--- src/pkg/acts_pkg.sv ---
// Constants and phase table for the conversion timing sequencer.
// Assumes one 125 MHz core clock that also serves as the CPU clock.
package acts_pkg;

   // Result resolution and the codes that bound it
   localparam int unsigned RES_BITS        = 10;
   localparam logic [9:0]  RESULT_MIN      = 10'h000;
   localparam logic [9:0]  RESULT_MAX      = 10'h3FF;
   localparam logic [9:0]  SAR_START_CODE  = 10'h200;
   localparam logic [3:0]  SAR_TOP_BIT     = 4'h9;
   localparam logic [3:0]  LAST_STEP       = 4'h9;

   // Control word layout: timing fields in the upper four bits
   localparam int unsigned CTRL_W          = 16;
   localparam int unsigned CTRL_CT_LSB     = 14;
   localparam int unsigned CTRL_ST_LSB     = 12;

   // Conversion-time codes; code 01 is reserved
   localparam logic [1:0]  CT_FAST         = 2'h0;
   localparam logic [1:0]  CT_RSVD         = 2'h1;
   localparam logic [1:0]  CT_SLOW         = 2'h2;
   localparam logic [1:0]  CT_MID          = 2'h3;

   // Clock and unit: one unit is half a CPU clock period
   localparam int unsigned CLK_PERIOD_PS   = 8000;
   localparam int unsigned UNIT_PS         = CLK_PERIOD_PS / 2;
   localparam int unsigned UNITS_PER_CYCLE = CLK_PERIOD_PS / UNIT_PS;

   // Counter width covers the longest phase in cycles
   localparam int unsigned CNT_W           = 11;
   localparam logic [10:0] CNT_ZERO        = 11'h000;
   localparam logic [10:0] CNT_ONE         = 11'h001;

   // Phase lengths in half-period units
   typedef struct packed {
      logic [10:0] sample;
      logic [10:0] compare;
      logic [10:0] extra;
   } acts_phase_type;

   // Sequencer states
   typedef enum logic [1:0] {
      ACTS_IDLE    = 2'b00,
      ACTS_SAMPLE  = 2'b01,
      ACTS_COMPARE = 2'b10,
      ACTS_EXTRA   = 2'b11
   } acts_state_type;

   // Reserved conversion-time code falls back to the fast timing
   function automatic logic [1:0] acts_eff_ct(input logic [1:0] ct);
      acts_eff_ct = (ct == CT_RSVD) ? CT_FAST : ct;
   endfunction

   // Phase table in units, indexed by effective time code and sample code
   function automatic acts_phase_type acts_units(input logic [1:0] ct, input logic [1:0] st);
      acts_phase_type p;
      p = '{11'h078, 11'h0F0, 11'h01C};
      unique case ({acts_eff_ct(ct), st})
         4'h0: p = '{11'h078, 11'h0F0, 11'h01C};
         4'h1: p = '{11'h08C, 11'h118, 11'h010};
         4'h2: p = '{11'h0C8, 11'h118, 11'h034};
         4'h3: p = '{11'h190, 11'h118, 11'h02C};
         4'hC: p = '{11'h0F0, 11'h1E0, 11'h034};
         4'hD: p = '{11'h118, 11'h230, 11'h01C};
         4'hE: p = '{11'h190, 11'h230, 11'h064};
         4'hF: p = '{11'h320, 11'h230, 11'h034};
         4'h8: p = '{11'h1E0, 11'h3C0, 11'h064};
         4'h9: p = '{11'h230, 11'h460, 11'h034};
         4'hA: p = '{11'h320, 11'h460, 11'h0C4};
         4'hB: p = '{11'h640, 11'h460, 11'h0A4};
         default: p = '{11'h078, 11'h0F0, 11'h01C};
      endcase
      acts_units = p;
   endfunction

   // Units to whole clock cycles
   function automatic logic [10:0] acts_cycles(input logic [10:0] units);
      acts_cycles = 11'(units / UNITS_PER_CYCLE);
   endfunction

endpackage

--- src/logic/acts_sar_step.sv ---
// Successive approximation register: one trial bit per step, MSB first.
// Assumes the comparator answer is valid when step is pulsed.
`timescale 1ns/1ps
module acts_sar_step (
   input  wire logic       core_clk,
   input  wire logic       arst_n,
   input  wire logic       clear,
   input  wire logic       step,
   input  wire logic       comp_high,
   output logic [9:0]      trial_code
);

   logic [9:0] code;
   logic [3:0] idx;
   logic [9:0] next_code;
   logic [3:0] next_idx;
   logic [9:0] mask;

   assign trial_code = code;

   // Keep the trial bit if the held input is at or above the trial level
   always_comb begin
      mask      = 10'(10'h001 << idx);
      next_code = code;
      next_idx  = idx;
      if (clear) begin
         next_code = acts_pkg::SAR_START_CODE;
         next_idx  = acts_pkg::SAR_TOP_BIT;
      end else if (step) begin
         next_code = comp_high ? code : (code & ~mask);
         if (idx != 4'h0) begin
            next_code = next_code | 10'(mask >> 1); // Next trial bit
            next_idx  = idx - 4'h1;
         end
      end
   end

   // Registers only
   always_ff @(posedge core_clk or negedge arst_n) begin
      if (!arst_n) begin
         code <= 10'h000;
         idx  <= 4'h0;
      end else begin
         code <= next_code;
         idx  <= next_idx;
      end
   end

endmodule

--- src/logic/acts_sequencer.sv ---
// Timing sequencer for one 10-bit successive approximation conversion.
// Assumes the analog front end tracks while sample_switch_on is high and
// holds otherwise, and that comp_high compares the held value with dac_code.
//
// Behaviour
// - Each start taken in idle with power on samples the input, then resolves ten successive approximation steps.
// - Sample and comparison lengths are programmed and counted on the CPU clock.
// - Conversion-time and sample-time fields sit in control bits fifteen to twelve.
// - All phase lengths are given in half CPU clock period units and counted in whole CPU clock cycles.
// - Time code 00 gives the fast table of sample, compare, extra lengths.
// - Time code 11 gives doubled sample and compare lengths; the extra lengths have their own values.
// - Time code 10 gives quadrupled sample and compare lengths; the extra lengths have their own values.
// - A conversion is sample, then comparison, then extra transfer phase.
// - After sampling the held value is used; input changes no longer matter.
// - Inputs below ground give 0x000, above reference give 0x3FF.
// - Result steps by one LSB, reference divided by 1024.
// - Power-off bit switches the converter circuitry off.
`timescale 1ns/1ps
module acts_sequencer (
   input  wire logic        core_clk,
   input  wire logic        arst_n,
   input  wire logic [15:0] converter_control_reg,
   input  wire logic        converter_power_off,
   input  wire logic        conv_start,
   input  wire logic        comp_high,
   output logic             analog_enable,
   output logic             sample_switch_on,
   output logic [9:0]       dac_code,
   output logic             conv_busy,
   output logic [1:0]       phase_code,
   output logic [9:0]       conv_result,
   output logic             conv_done,
   output logic             reserved_code_seen
);

   // Timing fields pulled from the control word
   logic [1:0]                   conv_time_select;
   logic [1:0]                   sample_time_select;
   acts_pkg::acts_phase_type     start_units;

   // Sequencer state
   acts_pkg::acts_state_type     state;
   acts_pkg::acts_state_type     next_state;
   logic [acts_pkg::CNT_W-1:0]   cnt;
   logic [acts_pkg::CNT_W-1:0]   next_cnt;
   logic [3:0]                   step_num;
   logic [3:0]                   next_step_num;

   // Phase lengths latched at start, in cycles
   logic [acts_pkg::CNT_W-1:0]   step_len;
   logic [acts_pkg::CNT_W-1:0]   next_step_len;
   logic [acts_pkg::CNT_W-1:0]   extra_len;
   logic [acts_pkg::CNT_W-1:0]   next_extra_len;

   // Outputs held in flip-flops
   logic [9:0]                   result;
   logic [9:0]                   next_result;
   logic                         done;
   logic                         next_done;
   logic                         reserved;
   logic                         next_reserved;
   logic                         power_on;
   logic                         next_power_on;

   // Strobes to the approximation register
   logic                         sar_clear;
   logic                         sar_step;
   logic [9:0]                   sar_code;

   // Field extraction from the upper four control bits
   assign conv_time_select   = converter_control_reg[acts_pkg::CTRL_CT_LSB +: 2];
   assign sample_time_select = converter_control_reg[acts_pkg::CTRL_ST_LSB +: 2];

   // Table lookup; the reserved code maps onto the fast row
   assign start_units = acts_pkg::acts_units(conv_time_select,
                                             sample_time_select);

   // Port drives
   assign analog_enable      = power_on;
   assign sample_switch_on   = (state == acts_pkg::ACTS_SAMPLE);
   assign dac_code           = sar_code;
   assign conv_busy          = (state != acts_pkg::ACTS_IDLE);
   assign phase_code         = state;
   assign conv_result        = result;
   assign conv_done          = done;
   assign reserved_code_seen = reserved;

   // Approximation register; saturation falls out of the search itself,
   // since a comparator stuck low or high yields all zeros or all ones
   acts_sar_step u_sar (
      .core_clk   (core_clk),
      .arst_n     (arst_n),
      .clear      (sar_clear),
      .step       (sar_step),
      .comp_high  (comp_high),
      .trial_code (sar_code)
   );

   // Power control follows the off bit with one register stage
   always_comb begin
      next_power_on = ~converter_power_off;
   end

   always_ff @(posedge core_clk or negedge arst_n) begin
      if (!arst_n) begin
         power_on <= 1'b0;
      end else begin
         power_on <= next_power_on;
      end
   end

   // Phase sequencing; lengths are latched at start so a control write
   // during a conversion cannot stretch or cut the running phase
   always_comb begin
      next_state     = state;
      next_cnt       = cnt;
      next_step_num  = step_num;
      next_step_len  = step_len;
      next_extra_len = extra_len;
      next_result    = result;
      next_done      = 1'b0;
      next_reserved  = reserved;
      sar_clear      = 1'b0;
      sar_step       = 1'b0;
      if (converter_power_off) begin
         // Circuitry off: any conversion is dropped without a result
         next_state = acts_pkg::ACTS_IDLE;
         next_cnt   = acts_pkg::CNT_ZERO;
      end else begin
         unique case (state)
            acts_pkg::ACTS_IDLE: begin
               if (conv_start) begin
                  // Half-period units to cycles; the comparison window is
                  // split evenly across the ten trial bits
                  next_state     = acts_pkg::ACTS_SAMPLE;
                  next_cnt       = acts_pkg::acts_cycles(start_units.sample)
                                   - acts_pkg::CNT_ONE;
                  next_step_len  = 11'(acts_pkg::acts_cycles(start_units.compare)
                                   / acts_pkg::RES_BITS);
                  next_extra_len = acts_pkg::acts_cycles(start_units.extra);
                  next_step_num  = 4'h0;
                  next_reserved  = (conv_time_select == acts_pkg::CT_RSVD);
                  sar_clear      = 1'b1;
               end
            end
            acts_pkg::ACTS_SAMPLE: begin
               if (cnt == acts_pkg::CNT_ZERO) begin
                  // Switch opens here; the held level feeds every step
                  next_state = acts_pkg::ACTS_COMPARE;
                  next_cnt   = step_len - acts_pkg::CNT_ONE;
               end else begin
                  next_cnt = cnt - acts_pkg::CNT_ONE;
               end
            end
            acts_pkg::ACTS_COMPARE: begin
               if (cnt == acts_pkg::CNT_ZERO) begin
                  // Decide the current bit at the end of its window
                  sar_step = 1'b1;
                  if (step_num == acts_pkg::LAST_STEP) begin
                     next_state = acts_pkg::ACTS_EXTRA;
                     next_cnt   = extra_len - acts_pkg::CNT_ONE;
                  end else begin
                     next_step_num = step_num + 4'h1;
                     next_cnt      = step_len - acts_pkg::CNT_ONE;
                  end
               end else begin
                  next_cnt = cnt - acts_pkg::CNT_ONE;
               end
            end
            acts_pkg::ACTS_EXTRA: begin
               if (cnt == acts_pkg::CNT_ZERO) begin
                  next_state  = acts_pkg::ACTS_IDLE;
                  next_result = sar_code;
                  next_done   = 1'b1;
               end else begin
                  next_cnt = cnt - acts_pkg::CNT_ONE;
               end
            end
         endcase
      end
   end

   // Sequencer registers only
   always_ff @(posedge core_clk or negedge arst_n) begin
      if (!arst_n) begin
         state     <= acts_pkg::ACTS_IDLE;
         cnt       <= acts_pkg::CNT_ZERO;
         step_num  <= 4'h0;
         step_len  <= acts_pkg::CNT_ZERO;
         extra_len <= acts_pkg::CNT_ZERO;
         result    <= acts_pkg::RESULT_MIN;
         done      <= 1'b0;
         reserved  <= 1'b0;
      end else begin
         state     <= next_state;
         cnt       <= next_cnt;
         step_num  <= next_step_num;
         step_len  <= next_step_len;
         extra_len <= next_extra_len;
         result    <= next_result;
         done      <= next_done;
         reserved  <= next_reserved;
      end
   end

endmodule

--- config.mk ---
export PLATFORM = sky130hd
export DESIGN_NAME = acts_sequencer
export DESIGN_NICKNAME = d
export VERILOG_FILES = /design/src/pkg/acts_pkg.sv /design/src/logic/acts_sar_step.sv /design/src/logic/acts_sequencer.sv
export SDC_FILE = /design/constraint.sdc
export NUM_CORES = 1
export LEC_CHECK = 0
export BUFFER_PORTS_ARGS = -buffer_cell sky130_fd_sc_hd__buf_4
export CAP_MARGIN = 10
export CORE_MARGIN = 2
export CORE_UTILIZATION = 50
export DETAILED_ROUTE_END_ITERATION = 6
export PLACE_DENSITY = 0.73
export SKIP_CTS_REPAIR_TIMING = 1
export SLEW_MARGIN = 20
export SYNTH_ARGS = -nofsm -noshare
export SYNTH_HDL_FRONTEND = slang
export SYNTH_SLANG_ARGS = --single-unit
--- constraint.sdc ---
create_clock -name core_clk -period 2.51 [get_ports core_clk]
set_input_delay 0.1255 -clock core_clk [delete_from_list [all_inputs] [get_ports core_clk]]
set_output_delay 0.1255 -clock core_clk [all_outputs]
set_load 0.01 [all_outputs]
==> out/qor.yml, run 1 <==
status: "finished, violations left"
violations: "negative setup slack"
core_um2: 8258
start_util: 0.5194
synthesis.nets: 556
fmax_ghz: 0.3299
drt-initial-drc-count: 307
cp-end-kind: "register"
instances_no_fill: 734
final_cell_area_um2: 5837
ant_nets: 0
antenna_found_initial: 0
cts_root_buf: "clkbuf_8"
maxCapViolCount: 0
vias: 4294
synth_seq_cells: 57
antenna_cells: 0
slew_violations: 0
synth_area_um2: 4289
synth_area_leaders: "dfrtp_1 33%, ha_1 7.9%, nand2_1 5.7%"
pre_cts_slack_ns: -0.9859
num_rows: 33
path_class: "primary input to register"
grt_pass1_wl_um: 18660
worst_slack_ns: -0.5211
r2r_setup_slack_ns: 0.10
synth-edff-count: 0
clock-sinks: 57
crit_buf_inv: 3
place_area_um2: 5279
drc_errors: 0
hold_depth: 2
drive_gt1_frac: 0.3450
cts_tree: "done"
place_hpwl_um: 8442
hold_viol: 0
setup_tns_ns: -0.6642
arrival_ns: 3.24
die_x_um: 96.62
cts_buffers: 9
crit_fanout: 5
dr.pass1.iters: 5
wl_per_cell_um: 15.99
yosys_warnings: 0
path_delay_family: "compound AO/OA/AOI/OAI gates"
r2r_start: "cnt[0]"
hold_path_class: "primary input to register"
worst_path_max_delay_cell: "ha_1"
ir_drop_mv: 0.4873
portBuffers: 35
grt_max_degree: 58
post-route-period-util: 1.208
vias_per_cell: 5.850
dieArea_um2: 9335
r2r_cells: 10
critical_path.startpoint_type: "primary input"
synthArstFlopShare: 1.000
grt.overflow.total: 0
clk_latency_ns: 0.34
p_leak_nw: 2.651
track_usage: 0.2366
drt-total-wl_um: 11740
seq_area_frac_synth: 0.3326
required_ns: 2.72
post-route-min-period_ns: 3.031
skew_ns: 0.01012
yosysUniqueCellTypes: 69
yosysTopAreaCellShare: 0.3326
min-delay-start: "converter_power_off"
clkTransAtPathRegs_ns: 0.07
worstHoldEndpoint: "phase_code[0]"
worstPathCellList: "buf_8 -> clkinvlp_4 -> ha_4 -> buf_4 -> nor3_2 -> ha_1 -> a31oi_2 -> a2111oi_4 -> a31oi_4 -> a22oi_2 -> a211oi_4 -> ha_2 -> o21ai_2 -> a221oi_2 -> mux2i_1 -> a32oi_2"
dp.cells: 706
die_y_um: 96.62
finalSetupViolCount: 2
relSlewSlack: 0.4434
areaGrowthSynthToFinish_pct: 36.09
slowest_delay_ns: 0.34
layout.nets: 672
reg2reg_to: "u_sar.trial_code[6]"
ios: 48
p_per_area_nw_per_um2: 836.2
htreeDepth: 3
synthCells: 508
avgSynthCellArea_um2: 8.443
gp_congestion: 0.9371
clk_path_buf_depth: 2
grt_pass1_vias: 3955
tightest_slew_ns: 0.8299
rsz0062_at_grt: "yes"
synth-main-ff-cell: "dfrtp_1"
synth_area_leader_cell: "dfrtp_1"
-- worst register-to-register path, delay by kind of cell (launching register included) --
kind | cells | cell delay, ns
flip-flops | 1 | 0.38
adder cells (fa/ha/maj) | 1 | 0.18
AND/OR/NAND/NOR | 7 | 1.43
AO/OA/AOI/OAI | 1 | 0.24
buffers and inverters | 1 | 0.07
-- final cells by class --
class                           count  area [µm²]
Sequential cell                    57        1426
Tap cell                          105       131.4
Clock inverter                      5       102.6
Timing Repair Buffer              135        1040
Fill cell                         646        2421
Multi-Input combinational cell    393        2880
Clock buffer                       11       141.4
Inverter                           28       115.1
-- worst max-delay path by stage --
stage	cells past startpoint	start	endpoint
2_1_floorplan	20	converter_control_reg[13]	step_len[0]
3_3_place_gp	17	converter_control_reg[12]	step_len[0]
3_5_place_dp	17	converter_control_reg[12]	step_len[0]
4_1_cts	17	converter_control_reg[12]	step_len[0]
5_1_grt	16	converter_control_reg[13]	step_len[0]
6_report	16	converter_control_reg[13]	step_len[0]
-- Yosys cell counts, types with 3 or more instances --
master and count:
a211oi_1 5, a21oi_1 30, a221oi_1 4, a22o_1 5, a31oi_1 8, a32o_1 8
a32oi_1 6, and2_1 4, and3_1 4, buf_2 4, buf_4 3, buf_6 3
clkbuf_1 19, dfrtp_1 57, ha_1 27, inv_1 25, mux2_2 10, nand2_1 65
nand2b_1 6, nand3_1 11, nor2_1 50, nor2b_1 6, nor3_1 13, nor3b_1 3
o211ai_1 6, o21ai_0 33, o21bai_1 4, o22ai_1 7, o31ai_1 7, or3_1 6
xnor2_1 16, xor2_1 4
-- flip-flops by register name, summed over array words and instances (netlist names) --
| name | count |
|---|---|
| cnt | 11 |
| extra_len | 6 |
| reserved_code_seen | 1 |
| phase_code | 2 |
| analog_enable | 1 |
| u_sar.idx | 4 |
| step_num | 4 |
| step_len | 7 |
| u_sar.trial_code | 10 |
| conv_done | 1 |
| conv_result | 10 |
-- power by group --
| part | switching [W] | internal, W |
|---|---|---|
| combinational | 0.00133 | 0.00115 |
| clock | 0.000374 | 0.000685 |
| sequential | 0.000227 | 0.00112 |
| total | 0.00193 | 0.00295 |
-- per-stage QoR --
| stage | power (W) | hold WS, ns | utilization |
|---|---|---|---|
| global placement | 0.003537 | 0.2193 | 0.6386 |
| detailed placement | 0.003594 | 0.2218 | 0.6392 |
| CTS | 0.004678 | -0.1484 | 0.6688 |
| global route | 0.005194 | 0.02038 | 0.7068 |
| finish | 0.004881 | 0.01896 | 0.7068 |
| floorplan | 0.002718 | -0.1701 | - |
-- cell usage in the layout, fill, tap and decap left out, drive strengths merged, types with 3 or more instances in the layout --
master | Yosys | routed
buf | 11 | 134
nand2 | 65 | 65
dfrtp | 57 | 57
nor2 | 50 | 50
o21ai | 35 | 35
a21oi | 31 | 31
ha | 27 | 27
inv | 27 | 25
xnor2 | 16 | 16
nor3 | 15 | 15
nand3 | 11 | 11
clkbuf | 19 | 11
mux2 | 10 | 10
a32o | 8 | 8
a31oi | 8 | 8
o22ai | 7 | 7
a32oi | 7 | 7
o31ai | 7 | 7
nor2b | 6 | 6
nand2b | 6 | 6
or3 | 6 | 6
o211ai | 6 | 6
a211oi | 6 | 6
a22o | 5 | 5
a221oi | 5 | 5
o21bai | 4 | 4
and3 | 4 | 4
xor2 | 4 | 4
and2 | 4 | 4
nor3b | 4 | 4
clkinvlp | 0 | 3
bufinv | 0 | 3
o211a | 3 | 3
-- kinds of logic (layout without fill, tap and decap cells) --
kind of cell               count (synthesis)  after routing  share of synthesized area
and+or+nand+nor                          183            183                     0.2068
AOI/OAI and AO/OA                        151            151                     0.2503
buffers and inverters                     58            179                    0.05980
DFF                                       57             57                     0.3326
adders and majority gates                 27             27                    0.07876
xor gates and xnor gates                  20             20                    0.04084
muxes                                     12             12                    0.03092
-- routing by layer --
layer,track usage,vias to the layer above,wire [µm]
li1,-,2065,-
met1,0.3240,2087,5173
met2,0.3900,121,5823
met3,0.03035,21,531
met4,0.07584,0,207
met5,0,-,0
Note: power is estimated with default switching activity, not from simulation.
==> inputs of run 2 (changes only) <==
--- a/config.mk
+++ b/config.mk
@@ -8,9 +8,9 @@
 export BUFFER_PORTS_ARGS = -buffer_cell sky130_fd_sc_hd__buf_4
 export CAP_MARGIN = 10
 export CORE_MARGIN = 2
-export CORE_UTILIZATION = 50
+export CORE_UTILIZATION = 45
 export DETAILED_ROUTE_END_ITERATION = 6
-export PLACE_DENSITY = 0.73
+export PLACE_DENSITY = 0.66
 export SKIP_CTS_REPAIR_TIMING = 1
 export SLEW_MARGIN = 20
 export SYNTH_ARGS = -nofsm -noshare
==> constraint.sdc (replaced) <==
create_clock -name core_clk -period 2.5 [get_ports core_clk]
set_input_delay 0.125 -clock core_clk [delete_from_list [all_inputs] [get_ports core_clk]]
set_output_delay 0.125 -clock core_clk [all_outputs]
set_load 0.01 [all_outputs]
==> run 2 against run 1 <==
  * The run still ends with negative setup slack left
  * Critical endpoint unchanged
  * Critical path type unchanged
  * Worst hold slack gained 0.019 ns
  * Register-to-register slack got worse by 0.03 ns
  * Cell area up 0.77%
  * Largest power group unchanged
==> out/qor.yml, run 2 (same netlist as run 1, synthesis figures left out) <==
dr.pass1.iters: 5  # unchanged
final_cell_area_um2: 5882  # +0.77%
slew_violations: 0  # unchanged
arrival_ns: 3.22  # -0.02 ns
p_per_area_nw_per_um2: 854.4  # +2.2%
die_x_um: 101.6  # +5.2%
skew_ns: 0.01260  # +0.002476 ns
layout.nets: 671  # -0.15%
place_hpwl_um: 8672  # +2.7%
status: "finished, violations left"
grt_pass1_wl_um: 18600  # -0.33%
vias_per_cell: 5.594  # -4.4%
swShare: 0.3976  # +0.002477
rsz0062_at_grt: "yes"
worstPathCellList: "buf_6 -> clkinvlp_4 -> ha_4 -> nor3_1 -> ha_1 -> a21oi_1 -> a311oi_2 -> a41o_1 -> a22oi_2 -> a211oi_4 -> ha_2 -> o21ai_2 -> a221oi_2 -> mux2i_1 -> a32oi_2"
cts_root_buf: "clkbuf_8"
ios: 48  # unchanged
power_frac_seq: 0.267  # -0.008
dieArea_um2: 10330  # +11%
comb_power_share: 0.537  # +0.029
r2r_cells: 13  # +3
cp-end-kind: "register"
fin_util: 0.6366  # -0.07026
htreeDepth: 3  # unchanged
num_rows: 35  # +6.1%
drt-initial-drc-count: 154  # -50%
place_area_um2: 5281  # about the same
hold_viol: 0  # unchanged
r2r_setup_slack_ns: 0.07  # -0.03 ns
hold_depth: 2  # unchanged
finalSetupViolCount: 2  # unchanged
grt.overflow.total: 0  # unchanged
grt_pass1_vias: 3958  # +0.076%
path_class: "primary input to register"
critical_path.startpoint_type: "primary input"
gp_congestion: 0.8768  # -6.4%
r2r_start: "cnt[1]"
required_ns: 2.71  # about the same
post-route-min-period_ns: 3.010
clkTransAtPathRegs_ns: 0.06  # about the same
fmax_ghz: 0.3322
tightest_slew_ns: 0.7058  # -0.1241 ns
fillCellCount: 798  # +24%
worst_slack_ns: -0.5098  # +0.01126 ns
post-route-period-util: 1.204
largest_register_ffs: 11  # unchanged
crit_fanout: 7  # +2
core_um2: 9240  # +12%
ant_nets: 0  # unchanged
worstHoldEndpoint: "phase_code[0]"
min-delay-start: "converter_power_off"
p_clk_frac: 0.196  # -0.021
wl_per_cell_um: 15.40  # -3.6%
antenna_cells: 0  # unchanged
worst_path_max_delay_cell: "nor3_1"
final_cell_mix: "126 x buf_4, 62 x nand2_1, 57 x dfrtp_1"
maxCapViolCount: 0  # unchanged
drive_gt1_frac: 0.3487  # +0.003734
start_util: 0.4642  # -0.05521
relSlewSlack: 0.5295  # +0.08605
clk_path_buf_depth: 2  # unchanged
final_common_cell: "buf_4"
slowest_delay_ns: 0.36  # +0.02 ns
antenna_found_initial: 0  # unchanged
p_sw_w: 0.001998  # +3.6%
vias: 4235  # -1.4%
drt-total-wl_um: 11660  # -0.63%
cts_tree: "done"
max_flop_register: "cnt"
clk_latency_ns: 0.34  # about the same
p_leak_nw: 2.658  # +0.28%
die_y_um: 101.6  # +5.2%
hold_path_class: "primary input to register"
internal_power_w: 0.003028  # +2.5%
track_usage: 0.2246  # -0.01193
drc_errors: 0  # unchanged
reg2reg_to: "cnt[7]"
clock-sinks: 57  # unchanged
areaGrowthSynthToFinish_pct: 37.14
cts_buffers: 9  # unchanged
violations: "negative setup slack"
ir_drop_mv: 0.4030  # -17%
portBuffers: 35  # unchanged
grt_max_degree: 58  # unchanged
run 2: cell types whose count changed in the layout (fill, tap and decap cells not counted), moves of 2 or more:
cell     delta
o21ai_1     +2
nor2_1      +2
o21ai_0     -4
nor2_2      -2
nor3_1      +2
buf_4       -5
buf_6       +4
nor3_2      -3
a31oi_4     -2
run 2: worst max path at each step:
stage | cells after the start | startpoint | to
finish | 15 | converter_control_reg[12] | step_len[0]
global route | 15 | converter_control_reg[12] | step_len[0]
CTS | 17 | converter_control_reg[12] | step_len[0]
detailed placement | 17 | converter_control_reg[12] | step_len[0]
global placement | 18 | converter_control_reg[13] | step_len[0]
floorplan | 20 | converter_control_reg[13] | step_len[0]
run 2: metal layers:
metal,global-route usage,vias up,share of wire
li1,-,2075,-
met1,0.3065,2034,0.46
met2,0.3725,113,0.49
met3,0.04003,13,0.043
met4,0.04990,0,0.010
met5,0,-,0
run 2: power groups by stage:
stage               Sequential, W  Combinational [W]  Clock (W)
global placement          0.00133            0.00225          0
global route              0.00138            0.00294    0.00105
finish                    0.00134            0.00270   0.000984
detailed placement        0.00135            0.00229          0
CTS                       0.00133            0.00231    0.00100
floorplan                 0.00131            0.00142          0
run 2: stage by stage:
stage | total power, W | std cells | hold WS, ns | TNS [ns] | setup WS, ns
floorplan | 0.002729 | 508 | -0.1706 | -1.343 | -0.9234
detailed placement | 0.003640 | 728 | 0.2285 | -2.936 | -0.9905
global placement | 0.003585 | 728 | 0.2265 | -2.412 | -0.8825
global route | 0.005370 | 757 | 0.03370 | -1.259 | -0.6588
CTS | 0.004637 | 744 | -0.1393 | -1.953 | -0.6187
finish | 0.005026 | 757 | 0.03791 | -0.6750 | -0.5098
run 2: cell type report:
type / count / area, µm² / area share
clock inverters: 5 / 77.57 / 0.01319
flip-flops and latches: 57 / 1426 / 0.2425
inverters: 28 / 120.1 / 0.02042
repair buffers: 134 / 1047 / 0.1780
multi-input cells: 393 / 2898 / 0.4927
well taps: 129 / 161.4 / 0.02744
clock buffers: 11 / 151.4 / 0.02574
run 2: worst max-delay path: cells and delay by family:
kind | cells | cell delay, ns
muxes | 1 | 0.27
and+or+nand+nor | 1 | 0.36
adders and majority gates | 3 | 0.73
AOI/OAI and AO/OA | 8 | 1.53
buffers and inverters | 2 | 0.19
